<file path="src/verilog/wdtsm_consts.svh">
`ifndef WDTSM_CONSTS_SVH
`define WDTSM_CONSTS_SVH
// ==========================================
// timing
`define WDTSM_CLK_PERIOD_NS 40
`define WDTSM_TICK_NS 1000000
`define WDTSM_TICK_CYCLES (`WDTSM_TICK_NS / `WDTSM_CLK_PERIOD_NS)
`define WDTSM_RST_CYCLES 3'h4
// ==========================================
// counter and period select
`define WDTSM_CNT_W 19
`define WDTSM_PS_W 5
`define WDTSM_PS_MAX 5'h12
`define WDTSM_PS_RESET 5'h0b
`define WDTSM_SWEN_RESET 1'h0
`define WDTSM_CNT_ONE 19'h0_0001
`define WDTSM_CNT_ZERO 19'h0_0000
// ==========================================
// configuration enable field codes
`define WDTSM_CFG_ALWAYS 2'h3
`define WDTSM_CFG_NOSLEEP 2'h2
`define WDTSM_CFG_SOFT 2'h1
`define WDTSM_CFG_OFF 2'h0
// ==========================================
// register map, byte addresses
`define WDTSM_ADR_CTRL 8'h00
`define WDTSM_ADR_STAT 8'h04
`define WDTSM_ADR_IEN 8'h08
`define WDTSM_ADR_ICLR 8'h0c
`define WDTSM_ADR_CNT 8'h10
// ==========================================
// field positions
`define WDTSM_CTRL_SWEN 0
`define WDTSM_CTRL_PS_LO 1
`define WDTSM_CTRL_PS_HI 5
`define WDTSM_EV_TIMEOUT 0
`define WDTSM_EV_WAKE 1
`define WDTSM_EV_W 2
`define WDTSM_ZERO32 32'h0000_0000
`endif

</file>
<file path="src/verilog/wdtsm_pkg.sv">
`default_nettype none
package wdtsm_pkg;
  typedef enum logic [1:0] {
    WDTSM_AWAKE,
    WDTSM_ASLEEP,
    WDTSM_HOLD
  } wdtsm_state_e;
  typedef logic [18:0] wdtsm_cnt_t;
endpackage : wdtsm_pkg
`default_nettype wire

</file>
<file path="src/verilog/wdtsm_sync.sv">
`timescale 1ns/1ps
`default_nettype none
module wdtsm_sync #(
  parameter int W = 1
) (
  input wire logic clk,
  input wire logic rst_n,
  input wire logic [W-1:0] async_in,
  output logic [W-1:0] sync_out
);
  // ==========================================
  // two-flop synchroniser
  logic [W-1:0] meta_reg;
  always_ff @(posedge clk) begin
    if (!rst_n) begin
      meta_reg <= '0;
      sync_out <= '0;
    end else begin
      meta_reg <= async_in;
      sync_out <= meta_reg;
    end
  end
endmodule : wdtsm_sync
`default_nettype wire

</file>
<file path="src/verilog/wdtsm_top.sv">
// Behaviour
// - counter reaching selected period while awake issues a system reset
// - counter advances on a 1 ms base tick from the slow time base
// - enable code 11: always active, also during sleep
// - enable code 10: active awake, disabled asleep
// - enable code 01: software enable bit decides, awake or asleep
// - enable code 00: always disabled, software enable ignored
// - period select, control bits 5 to 1, picks 1 ms to 256 s
// - reset restores period select to the two second code
// - counter cleared on reset, clear instruction, sleep entry, wake, oscillator fail
// - counter held cleared while disabled
// - after sleep exit counter held clear while start-up timer runs
// - clock switches and divider changes leave the counter alone
// - enabled in sleep: counting restarts from zero after entry clear
// - timeout asleep wakes without reset and updates status flags
// - each code is a power-of-two prescale, code 01010 is one second
`timescale 1ns/1ps
`default_nettype none
`include "wdtsm_consts.svh"
module wdtsm_top #(
  parameter int TICK_CYCLES = `WDTSM_TICK_CYCLES
) (
  input wire logic clk,
  input wire logic rst_n,
  input wire logic wb_cyc_i,
  input wire logic wb_stb_i,
  input wire logic wb_we_i,
  input wire logic [7:0] wb_adr_i,
  input wire logic [3:0] wb_sel_i,
  input wire logic [31:0] wb_dat_i,
  output logic [31:0] wb_dat_o,
  output logic wb_ack_o,
  input wire logic [1:0] cfg_enable_i,
  input wire logic clear_instr_i,
  input wire logic sleep_i,
  input wire logic osc_fail_i,
  input wire logic ost_running_i,
  output logic wdt_reset_o,
  output logic wake_o,
  output logic irq_o,
  output logic timeout_n_o,
  output logic powerdown_n_o
);
  localparam int TW = $clog2(TICK_CYCLES + 1);
  localparam logic [TW-1:0] TICK_LAST = TW'(TICK_CYCLES - 1);

  // ==========================================
  // period decode
  function automatic wdtsm_pkg::wdtsm_cnt_t wdtsm_limit(input logic [`WDTSM_PS_W-1:0] code);
    if (code > `WDTSM_PS_MAX) begin
      wdtsm_limit = `WDTSM_CNT_ONE;
    end else begin
      wdtsm_limit = `WDTSM_CNT_ONE << code;
    end
  endfunction : wdtsm_limit

  // ==========================================
  // input synchronisers
  logic [1:0] cfg_s;
  logic osc_fail_s;
  logic ost_s;
  wdtsm_sync #(
    .W(4)
  ) u_sync (
    .clk(clk),
    .rst_n(rst_n),
    .async_in({cfg_enable_i, osc_fail_i, ost_running_i}),
    .sync_out({cfg_s, osc_fail_s, ost_s})
  );

  // ==========================================
  // registers
  logic [`WDTSM_PS_W-1:0] ps_reg;
  logic swen_reg;
  logic [`WDTSM_EV_W-1:0] ist_reg;
  logic [`WDTSM_EV_W-1:0] ist_next;
  logic [`WDTSM_EV_W-1:0] ien_reg;
  logic [`WDTSM_EV_W-1:0] ev;
  logic [`WDTSM_EV_W-1:0] iclr;
  logic wr_fire;
  logic rd_sel_ctrl;

  // ==========================================
  // sleep tracking
  wdtsm_pkg::wdtsm_state_e state_reg;
  logic sleep_q;
  logic sleep_enter;
  logic sleep_exit;
  logic asleep;

  assign sleep_enter = sleep_i & ~sleep_q;
  assign sleep_exit = ~sleep_i & sleep_q;
  assign asleep = (state_reg == wdtsm_pkg::WDTSM_ASLEEP);

  always_ff @(posedge clk) begin
    if (!rst_n) begin
      sleep_q <= 1'b0;
    end else begin
      sleep_q <= sleep_i;
    end
  end

  always_ff @(posedge clk) begin
    if (!rst_n) begin
      state_reg <= wdtsm_pkg::WDTSM_AWAKE;
    end else begin
      case (state_reg)
        wdtsm_pkg::WDTSM_AWAKE: begin
          if (sleep_enter) begin
            state_reg <= wdtsm_pkg::WDTSM_ASLEEP;
          end
        end
        wdtsm_pkg::WDTSM_ASLEEP: begin
          if (sleep_exit) begin
            state_reg <= wdtsm_pkg::WDTSM_HOLD;
          end
        end
        wdtsm_pkg::WDTSM_HOLD: begin
          if (sleep_enter) begin
            state_reg <= wdtsm_pkg::WDTSM_ASLEEP;
          end else if (!ost_s) begin
            state_reg <= wdtsm_pkg::WDTSM_AWAKE;
          end
        end
        default: begin
          state_reg <= wdtsm_pkg::WDTSM_AWAKE;
        end
      endcase
    end
  end

  // ==========================================
  // operating mode
  logic active;
  always_comb begin
    case (cfg_s)
      `WDTSM_CFG_ALWAYS: active = 1'b1;
      `WDTSM_CFG_NOSLEEP: active = ~asleep;
      `WDTSM_CFG_SOFT: active = swen_reg;
      default: active = 1'b0;
    endcase
  end

  // ==========================================
  // clear conditions
  logic clr;
  assign clr = ~active | clear_instr_i | sleep_enter | sleep_exit | osc_fail_s
    | (state_reg == wdtsm_pkg::WDTSM_HOLD);

  // ==========================================
  // base tick divider, free of any system clock switch
  logic [TW-1:0] tick_cnt_reg;
  logic tick;
  assign tick = (tick_cnt_reg == TICK_LAST);

  always_ff @(posedge clk) begin
    if (!rst_n || clr) begin
      tick_cnt_reg <= '0;
    end else if (tick) begin
      tick_cnt_reg <= '0;
    end else begin
      tick_cnt_reg <= tick_cnt_reg + TW'(1);
    end
  end

  // ==========================================
  // watchdog counter
  wdtsm_pkg::wdtsm_cnt_t cnt_reg;
  wdtsm_pkg::wdtsm_cnt_t lim;
  logic hit;
  assign lim = wdtsm_limit(ps_reg);
  assign hit = ~clr & tick & (cnt_reg == lim - `WDTSM_CNT_ONE);

  always_ff @(posedge clk) begin
    if (!rst_n || clr) begin
      cnt_reg <= `WDTSM_CNT_ZERO;
    end else if (hit) begin
      cnt_reg <= `WDTSM_CNT_ZERO;
    end else if (tick) begin
      cnt_reg <= cnt_reg + `WDTSM_CNT_ONE;
    end
  end

  // ==========================================
  // timeout reset and wake
  logic [2:0] rst_cnt_reg;
  always_ff @(posedge clk) begin
    if (!rst_n) begin
      wdt_reset_o <= 1'b0;
      rst_cnt_reg <= 3'h0;
    end else if (hit && !asleep) begin
      wdt_reset_o <= 1'b1;
      rst_cnt_reg <= `WDTSM_RST_CYCLES - 3'h1;
    end else if (rst_cnt_reg != 3'h0) begin
      rst_cnt_reg <= rst_cnt_reg - 3'h1;
    end else begin
      wdt_reset_o <= 1'b0;
    end
  end

  always_ff @(posedge clk) begin
    if (!rst_n) begin
      wake_o <= 1'b0;
    end else begin
      wake_o <= hit & asleep;
    end
  end

  // ==========================================
  // status flags, active low
  always_ff @(posedge clk) begin
    if (!rst_n) begin
      timeout_n_o <= 1'b1;
      powerdown_n_o <= 1'b1;
    end else if (hit) begin
      timeout_n_o <= 1'b0;
      powerdown_n_o <= ~asleep;
    end else if (clear_instr_i) begin
      timeout_n_o <= 1'b1;
      powerdown_n_o <= 1'b1;
    end else if (sleep_enter) begin
      timeout_n_o <= 1'b1;
      powerdown_n_o <= 1'b0;
    end
  end

  // ==========================================
  // wishbone slave
  always_ff @(posedge clk) begin
    if (!rst_n) begin
      wb_ack_o <= 1'b0;
    end else begin
      wb_ack_o <= wb_cyc_i & wb_stb_i & ~wb_ack_o;
    end
  end

  assign wr_fire = wb_ack_o & wb_cyc_i & wb_stb_i & wb_we_i & wb_sel_i[0];
  assign rd_sel_ctrl = (wb_adr_i == `WDTSM_ADR_CTRL);

  always_ff @(posedge clk) begin
    if (!rst_n) begin
      ps_reg <= `WDTSM_PS_RESET;
      swen_reg <= `WDTSM_SWEN_RESET;
    end else if (wr_fire && rd_sel_ctrl) begin
      ps_reg <= wb_dat_i[`WDTSM_CTRL_PS_HI:`WDTSM_CTRL_PS_LO];
      swen_reg <= wb_dat_i[`WDTSM_CTRL_SWEN];
    end
  end

  always_ff @(posedge clk) begin
    if (!rst_n) begin
      ien_reg <= '0;
    end else if (wr_fire && wb_adr_i == `WDTSM_ADR_IEN) begin
      ien_reg <= wb_dat_i[`WDTSM_EV_W-1:0];
    end
  end

  always_ff @(posedge clk) begin
    if (!rst_n) begin
      wb_dat_o <= `WDTSM_ZERO32;
    end else if (wb_cyc_i && wb_stb_i && !wb_ack_o) begin
      case (wb_adr_i)
        `WDTSM_ADR_CTRL: wb_dat_o <= {26'h000_0000, ps_reg, swen_reg};
        `WDTSM_ADR_STAT: wb_dat_o <= {26'h000_0000, asleep, active, powerdown_n_o, timeout_n_o, ist_reg};
        `WDTSM_ADR_IEN: wb_dat_o <= {30'h0000_0000, ien_reg};
        `WDTSM_ADR_CNT: wb_dat_o <= {13'h0000, cnt_reg};
        default: wb_dat_o <= `WDTSM_ZERO32;
      endcase
    end
  end

  // ==========================================
  // interrupts, set wins over clear
  always_comb begin
    ev = '0;
    ev[`WDTSM_EV_TIMEOUT] = hit & ~asleep;
    ev[`WDTSM_EV_WAKE] = hit & asleep;
    iclr = '0;
    if (wr_fire && wb_adr_i == `WDTSM_ADR_ICLR) begin
      iclr = wb_dat_i[`WDTSM_EV_W-1:0];
    end
    ist_next = (ist_reg & ~iclr) | ev;
  end

  always_ff @(posedge clk) begin
    if (!rst_n) begin
      ist_reg <= '0;
      irq_o <= 1'b0;
    end else begin
      ist_reg <= ist_next;
      irq_o <= |(ist_next & ien_reg);
    end
  end

  // ==========================================
  // assertions
  reset_on_timeout_a: assert property (@(posedge clk) disable iff (!rst_n)
    hit && !asleep |=> wdt_reset_o && !wake_o ##1 wdt_reset_o ##1 wdt_reset_o ##1 wdt_reset_o)
    else $error("timeout while awake gave no reset pulse");

  tick_period_a: assert property (@(posedge clk) disable iff (!rst_n)
    tick && !clr |=> tick_cnt_reg == '0 && !tick)
    else $error("base tick divider did not restart");

  always_on_a: assert property (@(posedge clk) disable iff (!rst_n)
    cfg_s == `WDTSM_CFG_ALWAYS |-> active)
    else $error("always-on mode not active");

  off_in_sleep_a: assert property (@(posedge clk) disable iff (!rst_n)
    cfg_s == `WDTSM_CFG_NOSLEEP |-> active == !asleep)
    else $error("off-in-sleep mode wrong");

  soft_mode_a: assert property (@(posedge clk) disable iff (!rst_n)
    cfg_s == `WDTSM_CFG_SOFT |-> active == swen_reg)
    else $error("software mode ignores enable bit");

  held_disabled_a: assert property (@(posedge clk) disable iff (!rst_n)
    !active |=> cnt_reg == `WDTSM_CNT_ZERO && !wdt_reset_o || $past(wdt_reset_o))
    else $error("counter moved while disabled");

  period_one_s_a: assert property (@(posedge clk) disable iff (!rst_n)
    ps_reg == 5'h0a |-> lim == 19'h0_0400)
    else $error("one second code wrong");

  reset_default_a: assert property (@(posedge clk)
    !rst_n |=> ps_reg == `WDTSM_PS_RESET && !swen_reg)
    else $error("period select not restored by reset");

  clear_instr_a: assert property (@(posedge clk) disable iff (!rst_n)
    clear_instr_i || sleep_enter |=> cnt_reg == `WDTSM_CNT_ZERO && timeout_n_o)
    else $error("clear event did not clear counter");

  exit_clear_a: assert property (@(posedge clk) disable iff (!rst_n)
    sleep_exit |=> cnt_reg == `WDTSM_CNT_ZERO && state_reg == wdtsm_pkg::WDTSM_HOLD)
    else $error("sleep exit did not clear and hold counter");

  ost_hold_a: assert property (@(posedge clk) disable iff (!rst_n)
    state_reg == wdtsm_pkg::WDTSM_HOLD |=> cnt_reg == `WDTSM_CNT_ZERO)
    else $error("counter ran during start-up hold");

  sleep_count_a: assert property (@(posedge clk) disable iff (!rst_n)
    asleep && tick && !clr && !hit |=> cnt_reg == $past(cnt_reg) + `WDTSM_CNT_ONE)
    else $error("counter stalled during sleep");

  sleep_wake_a: assert property (@(posedge clk) disable iff (!rst_n)
    hit && asleep |=> wake_o && !wdt_reset_o && !timeout_n_o && !powerdown_n_o)
    else $error("sleep timeout did not wake cleanly");

  awake_reset_cov: cover property (@(posedge clk) disable iff (!rst_n) hit && !asleep);
  sleep_wake_cov: cover property (@(posedge clk) disable iff (!rst_n) hit && asleep);
  ost_hold_cov: cover property (@(posedge clk) disable iff (!rst_n)
    state_reg == wdtsm_pkg::WDTSM_HOLD && ost_s);
  irq_cov: cover property (@(posedge clk) disable iff (!rst_n) irq_o);

endmodule : wdtsm_top
`default_nettype wire

</file>
<file path="config.mk">
export PLATFORM = sky130hd
export DESIGN_NAME = wdtsm_top
export DESIGN_NICKNAME = d
export VERILOG_FILES = /design/src/verilog/wdtsm_pkg.sv /design/src/verilog/wdtsm_sync.sv /design/src/verilog/wdtsm_top.sv
export VERILOG_INCLUDE_DIRS = /design/src /design/src/verilog
export SDC_FILE = /design/constraint.sdc
export NUM_CORES = 1
export LEC_CHECK = 0
export ABC_AREA = 1
export BUFFER_PORTS_ARGS = -buffer_cell sky130_fd_sc_hd__buf_2
export CAP_MARGIN = 10
export CELL_PAD_IN_SITES_DETAIL_PLACEMENT = 1
export CELL_PAD_IN_SITES_GLOBAL_PLACEMENT = 1
export CORE_MARGIN = 3
export CORE_UTILIZATION = 36
export CTS_BUF_LIST = sky130_fd_sc_hd__clkbuf_4
export DETAILED_ROUTE_END_ITERATION = 12
export PLACE_DENSITY_LB_ADDON = 0.1
export SYNTH_ARGS = -nofsm -noshare
export SYNTH_HDL_FRONTEND = slang
export SYNTH_SLANG_ARGS = --single-unit
</file>
<file path="constraint.sdc">
create_clock -name clk -period 3.7 [get_ports clk]
set_clock_uncertainty 0.2 [all_clocks]
set_input_delay 0.555 -clock clk [delete_from_list [all_inputs] [get_ports clk]]
set_output_delay 0.555 -clock clk [all_outputs]
set_load 0.02 [all_outputs]
</file>
# After elaboration in Yosys (flattened, before gate mapping)

Cells that the tools add are included.

Logic and storage cells: 107
Flip-flop bits (word level): 96
Output and inout bits: 38
Input bits: 55

Reduce and logical (&&, ||, !) cells: 20
Equality and inequality tests: 15
Bitwise operators: 28
$add $sub $neg: 4
Mux-type cells: 19
Shift-type cells: 1
Magnitude comparators: 1

Operator list:

| cell                                                                  | count |
|---|---|
| 19-bit one-hot mux with 4 select lines                                | 1 |
| 19-bit by 1-bit adder with 19-bit output (second input constant)      | 1 |
| 19-bit == test                                                        | 1 |
| 19-bit 2-to-1 mux                                                     | 1 |
| 1-bit by 5-bit left shift with 19-bit output (first input constant)   | 1 |
| 19-bit by 1-bit subtractor with 19-bit output (second input constant) | 1 |
| 8-bit by 4-bit == test with 1-bit output (second input constant)      | 2 |
| 15-bit by 1-bit adder with 15-bit output (second input constant)      | 1 |
| 15-bit == test (second input constant)                                | 1 |
| 2-bit 2-to-1 mux                                                      | 7 |
| 1-bit AND                                                             | 12 |
| 8-bit by 3-bit == test with 1-bit output (second input constant)      | 1 |
| 8-bit by 5-bit == test with 1-bit output (second input constant)      | 1 |
| 8-bit logical NOT                                                     | 1 |
| 1-bit 2-to-1 mux                                                      | 8 |
| 2-bit OR reduction                                                    | 4 |
| 1-bit inverter                                                        | 7 |
| 2-bit == test (second input constant)                                 | 3 |
| 1-bit logical AND                                                     | 6 |
| 2-bit != test (second input constant)                                 | 3 |
| 2-bit one-hot mux with 3 select lines                                 | 1 |
| 3-bit nonzero test                                                    | 2 |
| 5-bit > comparator (second input constant)                            | 1 |
| 1-bit bitwise OR                                                      | 5 |
| 12 further kinds                                                      | 16 |

# Logic depth before layout (Yosys ltp)

Depth in word-level cells: 16
Depth in mapped cells: 20
Mapped depth without buffers: 19

# Modules after synthesis

From an unflattened synthesis, not the netlist that was laid out.

Cell total of the unflattened synthesis: 725
Area total of the unflattened synthesis: 4722.0 um2

By module, submodules not included:

| module     | times used | area an instance (um2) | seq. area each (um2) | cells each |
|---|---|---|---|---|
| wdtsm_top  | 1          | 4496.8                 | 1501.4               | 700 |
| wdtsm_sync | 1          | 225.2                  | 160.2                | 25 |

# Worst setup path after synthesis

No wires, ideal clock.

Path kind: flip-flop to flip-flop
Start point: register ps_reg[4]
End point: register cnt_reg[16]
Library setup time: 0.115 ns
Cell stages (with the launch flop): 19
Clock period less this slack: 2.664 ns
Data required time: 3.385 ns
Setup slack: 1.036 ns
Arrival: 2.350 ns
Path buffers: 3
Cell sequence: dfxtp_1 > buf_6 > nor2_4 > buf_6 > nand3_2 > nand2_2 > inv_1 > ha_1 > xor2_1 > nand3_1 > nor2_1 > nand4_1 > nor2_1 > nand3_1 > nor2_2 > nand3_4 > nand2_4 > buf_12 > nor2_2

Cells in the longest elaborated chain, start to end: 6
Elaborated cells between the ends (all ways): 7
Classes of those cells: add/sub (1); order compare (1); eq/ne (1); shift (1); mux (1); bitwise (1); reduce/logical (1)

RTL lines:

| item                                                                                                | line             | source |
|---|---|---|
| start: declaration                                                                                  | wdtsm_top.sv:73  | `` logic [`WDTSM_PS_W-1:0] ps_reg; `` |
| start signal: assignment                                                                            | wdtsm_top.sv:242 | `` ps_reg <= `WDTSM_PS_RESET; `` |
| start signal: assignment                                                                            | wdtsm_top.sv:245 | `` ps_reg <= wb_dat_i[`WDTSM_CTRL_PS_HI:`WDTSM_CTRL_PS_LO]; `` |
| 5-bit > comparator (no source line) or 1-bit by 5-bit left shift with 19-bit output (tied branches) | --               |  |
| 19-bit 2-to-1 mux *                                                                                 | wdtsm_top.sv:50  | `` if (code > `WDTSM_PS_MAX) begin `` |
| 19-bit by 1-bit subtractor with 19-bit output (no source line) *                                    | --               |  |
| 19-bit == test (no source line) *                                                                   | --               |  |
| 1-bit AND *                                                                                         | wdtsm_top.sv:172 | `` assign hit = ~clr & tick & (cnt_reg == lim - `WDTSM_CNT_ONE); `` |
| 2-bit OR reduction (no source line) *                                                               | --               |  |
| end signal: assignment                                                                              | wdtsm_top.sv:176 | `` cnt_reg <= `WDTSM_CNT_ZERO; `` |
| end signal: assignment                                                                              | wdtsm_top.sv:178 | `` cnt_reg <= `WDTSM_CNT_ZERO; `` |
| end signal: assignment                                                                              | wdtsm_top.sv:180 | `` cnt_reg <= cnt_reg + `WDTSM_CNT_ONE; `` |
| end: declaration                                                                                    | wdtsm_top.sv:168 | `wdtsm_pkg::wdtsm_cnt_t cnt_reg;` |

Mark *: on every way between the ends. The rest lies on a longest branch, timed or not.
A chain may end at the register's enable or synchronous reset.

# Worst setup path in the final report

Start point: register ps_reg[1]
End point: register cnt_reg[6]

The elaborated chain is that of the path after synthesis.

==> results.py <==
metrics = {
    "clock_network": {
        "cts-buffers-inserted": 9,
        "postCtsSetupBuffers": 0,
        "clock-sinks": 83,
        "h-tree-depth": 3,
        "clockBufferDepth": 2,
        "clk-insertion-delay-late_ns": 0.48,
        "root_buffer": "clkbuf_4",
        "clk_pin_slew_ns": 0.14,
        "cts_tree": "yes",
    },
    "placed_design": {
        "hpwlAfterDp_um": 11500,
        "gp_congestion": 0.828,
        "io_buffer_count": 50,
        "placed_area_um2": 5230,
    },
    "sta": {
        "max_freq_mhz": 311,
        "relSlewSlack": 0.581,
        "setup_tns_ns": 0,
        "finalHoldViolations": 0,
        "setup_viol": 0,
        "post-route-period-util": 0.869,
        "final.min_clock_period_ns": 3.21,
        "grt_setup_unrepaired": "no",
        "drv_slew": 0,
        "tightest_slew_ns": 0.626,
    },
    "worst_setup_path": {
        "crit_chain": "nand2_2, nand2_1, nand2_1, nand2_2, inv_1, ha_1, xor2_1, nand3_1, nor2_1, nand4_1, nor2_1, nand3_1, nor2_2, nand3_4, nand2_4, nor3b_1",
        "crit_required_ns": 3.87,
        "critPathTopFamily": "simple AND/OR/NAND/NOR gates",
        "path_class": "flip-flop to flip-flop",
        "worst-path-buf-inv": 1,
        "cp_max_fo": 18,
        "worst_path_max_delay_cell": "dfxtp_1",
        "ff2ff_setup_slack_ns": 0.49,
        "max_stage_delay_ns": 0.57,
        "critPathCaptureType": "flip-flop",
        "cp-start-kind": "flip-flop",
        "worstPathArrival_ns": 3.38,
    },
    "synthesis": {
        "synthFlopType": "dfxtp_1",
        "ys.warnings.count": 0,
        "synth_seq_area_share": 0.341,
        "netlist_area_um2": 4880,
        "synth_edf_count": 0,
        "synthCells": 723,
        "ys_async_sr_fraction": 0,
        "synth-seq-cells": 83,
        "avgSynthCellArea_um2": 6.75,
        "synth.distinct_cells": 45,
    },
    "final_layout": {
        "drive_above_1_share": 0.159,
        "final_area_um2": 5450,
        "nFillCells": 1746,
        "final_cell_mix": "nand2_1, inv_1, dfxtp_1, nor2_1, nand3_1",
        "final_common_cell": "nand2_1",
        "nets": 835,
        "areaGrowthSynthToFinish_pct": 11.6,
    },
    "detailed_routing": {
        "wl_per_cell_um": 15.2,
        "via_count": 4702,
        "ant_nets": 0,
        "wl_um": 14500,
        "dr.pass1.iters": 5,
        "vias_per_cell": 4.93,
        "drt_iter0_markers": 233,
        "route.detailed.drc": 0,
    },
    "power_and_ir_drop": {
        "cellPowerDensity_nw_per_um2": 319,
        "switching_power_uw": 475,
        "p_int_uw": 1260,
        "pwr-share-clk": 0.373,
        "p_sw_frac": 0.273,
        "irDropWorstVdd_mv": 0.216,
        "pwr-share-seq": 0.534,
        "p_leak_uw": 0.00241,
        "combPwrFrac": 0.093,
    },
    "global_route": {
        "grt_overflow_total": 0,
        "grt_max_degree": 30,
        "grt_pass1_wl_um": 23900,
        "grt_pass1_vias": 4790,
        "grt_usage": 0.205,
        "antenna_found_initial": 1,
    },
    "floorplan": {
        "dieArea_um2": 15000,
        "dieHeight_um": 122,
        "core_um2": 12900,
        "rows": 41,
        "ios": 93,
        "die_w_um": 122,
        "start_util": 0.377,
    },
    "job": {
        "maxCapViolations": 0,
    },
    "run_status": {
        "outcome": "complete, no violations",
    },
    "worst_hold_path": {
        "hold_class": "primary input to flip-flop",
    },
}
-- what timing repair did --
item / 4_1_cts / 5_1_grt
hold endpoints to repair: 4 / 0
hold buffers: 4 / 0
gates resized for setup: 0 / 0
-- cells by family after synthesis --
family	count (synthesis)	synth area share
compound gates	82	0.0982
xor+xnor	20	0.0359
fa+ha+maj	5	0.0128
buf+inv	133	0.121
flops	83	0.341
other cells	1	0.000769
simple gates	399	0.391
-- power by group through the flow --
stage | registers [µW] | clock network (µW) | logic (µW)
global route | 932 | 718 | 185
floorplan | 947 | 0 | 119
finish | 929 | 649 | 161
global placement | 947 | 0 | 141
CTS | 930 | 682 | 162
detailed placement | 949 | 0 | 159
-- synth_stat cells, types with 3 or more instances --
| master | n | area share |
|---|---|---|
| a211oi_1 | 4 | 0.0062 |
| a21oi_1 | 36 | 0.037 |
| a31oi_1 | 3 | 0.0038 |
| buf_4 | 14 | 0.022 |
| clkbuf_1 | 11 | 0.0085 |
| dfxtp_1 | 83 | 0.34 |
| ha_1 | 5 | 0.013 |
| inv_1 | 96 | 0.074 |
| inv_2 | 5 | 0.0038 |
| nand2_1 | 172 | 0.13 |
| nand2_2 | 9 | 0.012 |
| nand2_4 | 4 | 0.0092 |
| nand3_1 | 60 | 0.062 |
| nand3b_1 | 3 | 0.0046 |
| nand4_1 | 22 | 0.028 |
| nor2_1 | 70 | 0.054 |
| nor2_2 | 14 | 0.018 |
| nor2_4 | 9 | 0.021 |
| nor3_1 | 16 | 0.016 |
| nor3b_1 | 8 | 0.012 |
| nor4_1 | 3 | 0.0038 |
| o211ai_1 | 4 | 0.0062 |
| o21ai_0 | 18 | 0.018 |
| o21bai_1 | 3 | 0.0046 |
| o221ai_1 | 4 | 0.0072 |
| xnor2_1 | 3 | 0.0054 |
| xor2_1 | 17 | 0.031 |
-- worst paths after layout --
| path | start | end | cells past startpoint |
|---|---|---|---|
| min reg2reg | u_sync.meta_reg[3] | u_sync.sync_out[3] | 2 |
| min | wb_dat_i[4] | ps_reg[3] | 3 |
| max reg2reg | ps_reg[1] | cnt_reg[6] | 16 |
| max | ps_reg[1] | cnt_reg[6] | 16 |
-- layer usage --
layer / routed length, µm / part of all wire / GRT usage
met5: 0 / 0 / 0
met4: 315 / 0.022 / 0.0756
met3: 491 / 0.034 / 0.0378
met2: 7010 / 0.48 / 0.339
met1: 6700 / 0.46 / 0.266
-- tightest hold or removal path, cell delays in order --
cell	delay, ns
buf_2	0.08
nand2_1	0.05
o211ai_1	0.07
-- per-stage QoR --
stage	power (µW)	cells	util	setup WS (ns)	hold slack, ns
floorplan	1070	735	-	1.04	0.190
global placement	1090	932	0.405	0.580	0.194
detailed placement	1110	932	0.405	0.494	0.204
CTS	1770	952	0.421	0.452	0.0279
global route	1840	953	0.421	0.172	0.0681
finish	1740	953	0.421	0.485	0.0962
-- area by class of cell --
type | count | area [µm²] | area share
diodes | 1 | 2.50 | 0.000460
clock buffers | 10 | 75.1 | 0.0138
clock inverters | 6 | 96.3 | 0.0177
inverters | 102 | 385 | 0.0708
multi-input cells | 519 | 2670 | 0.491
flip-flops and latches | 83 | 1660 | 0.305
well taps | 172 | 215 | 0.0395
repair buffers | 60 | 335 | 0.0616
No activity file was read; power rests on OpenSTA's default activity.
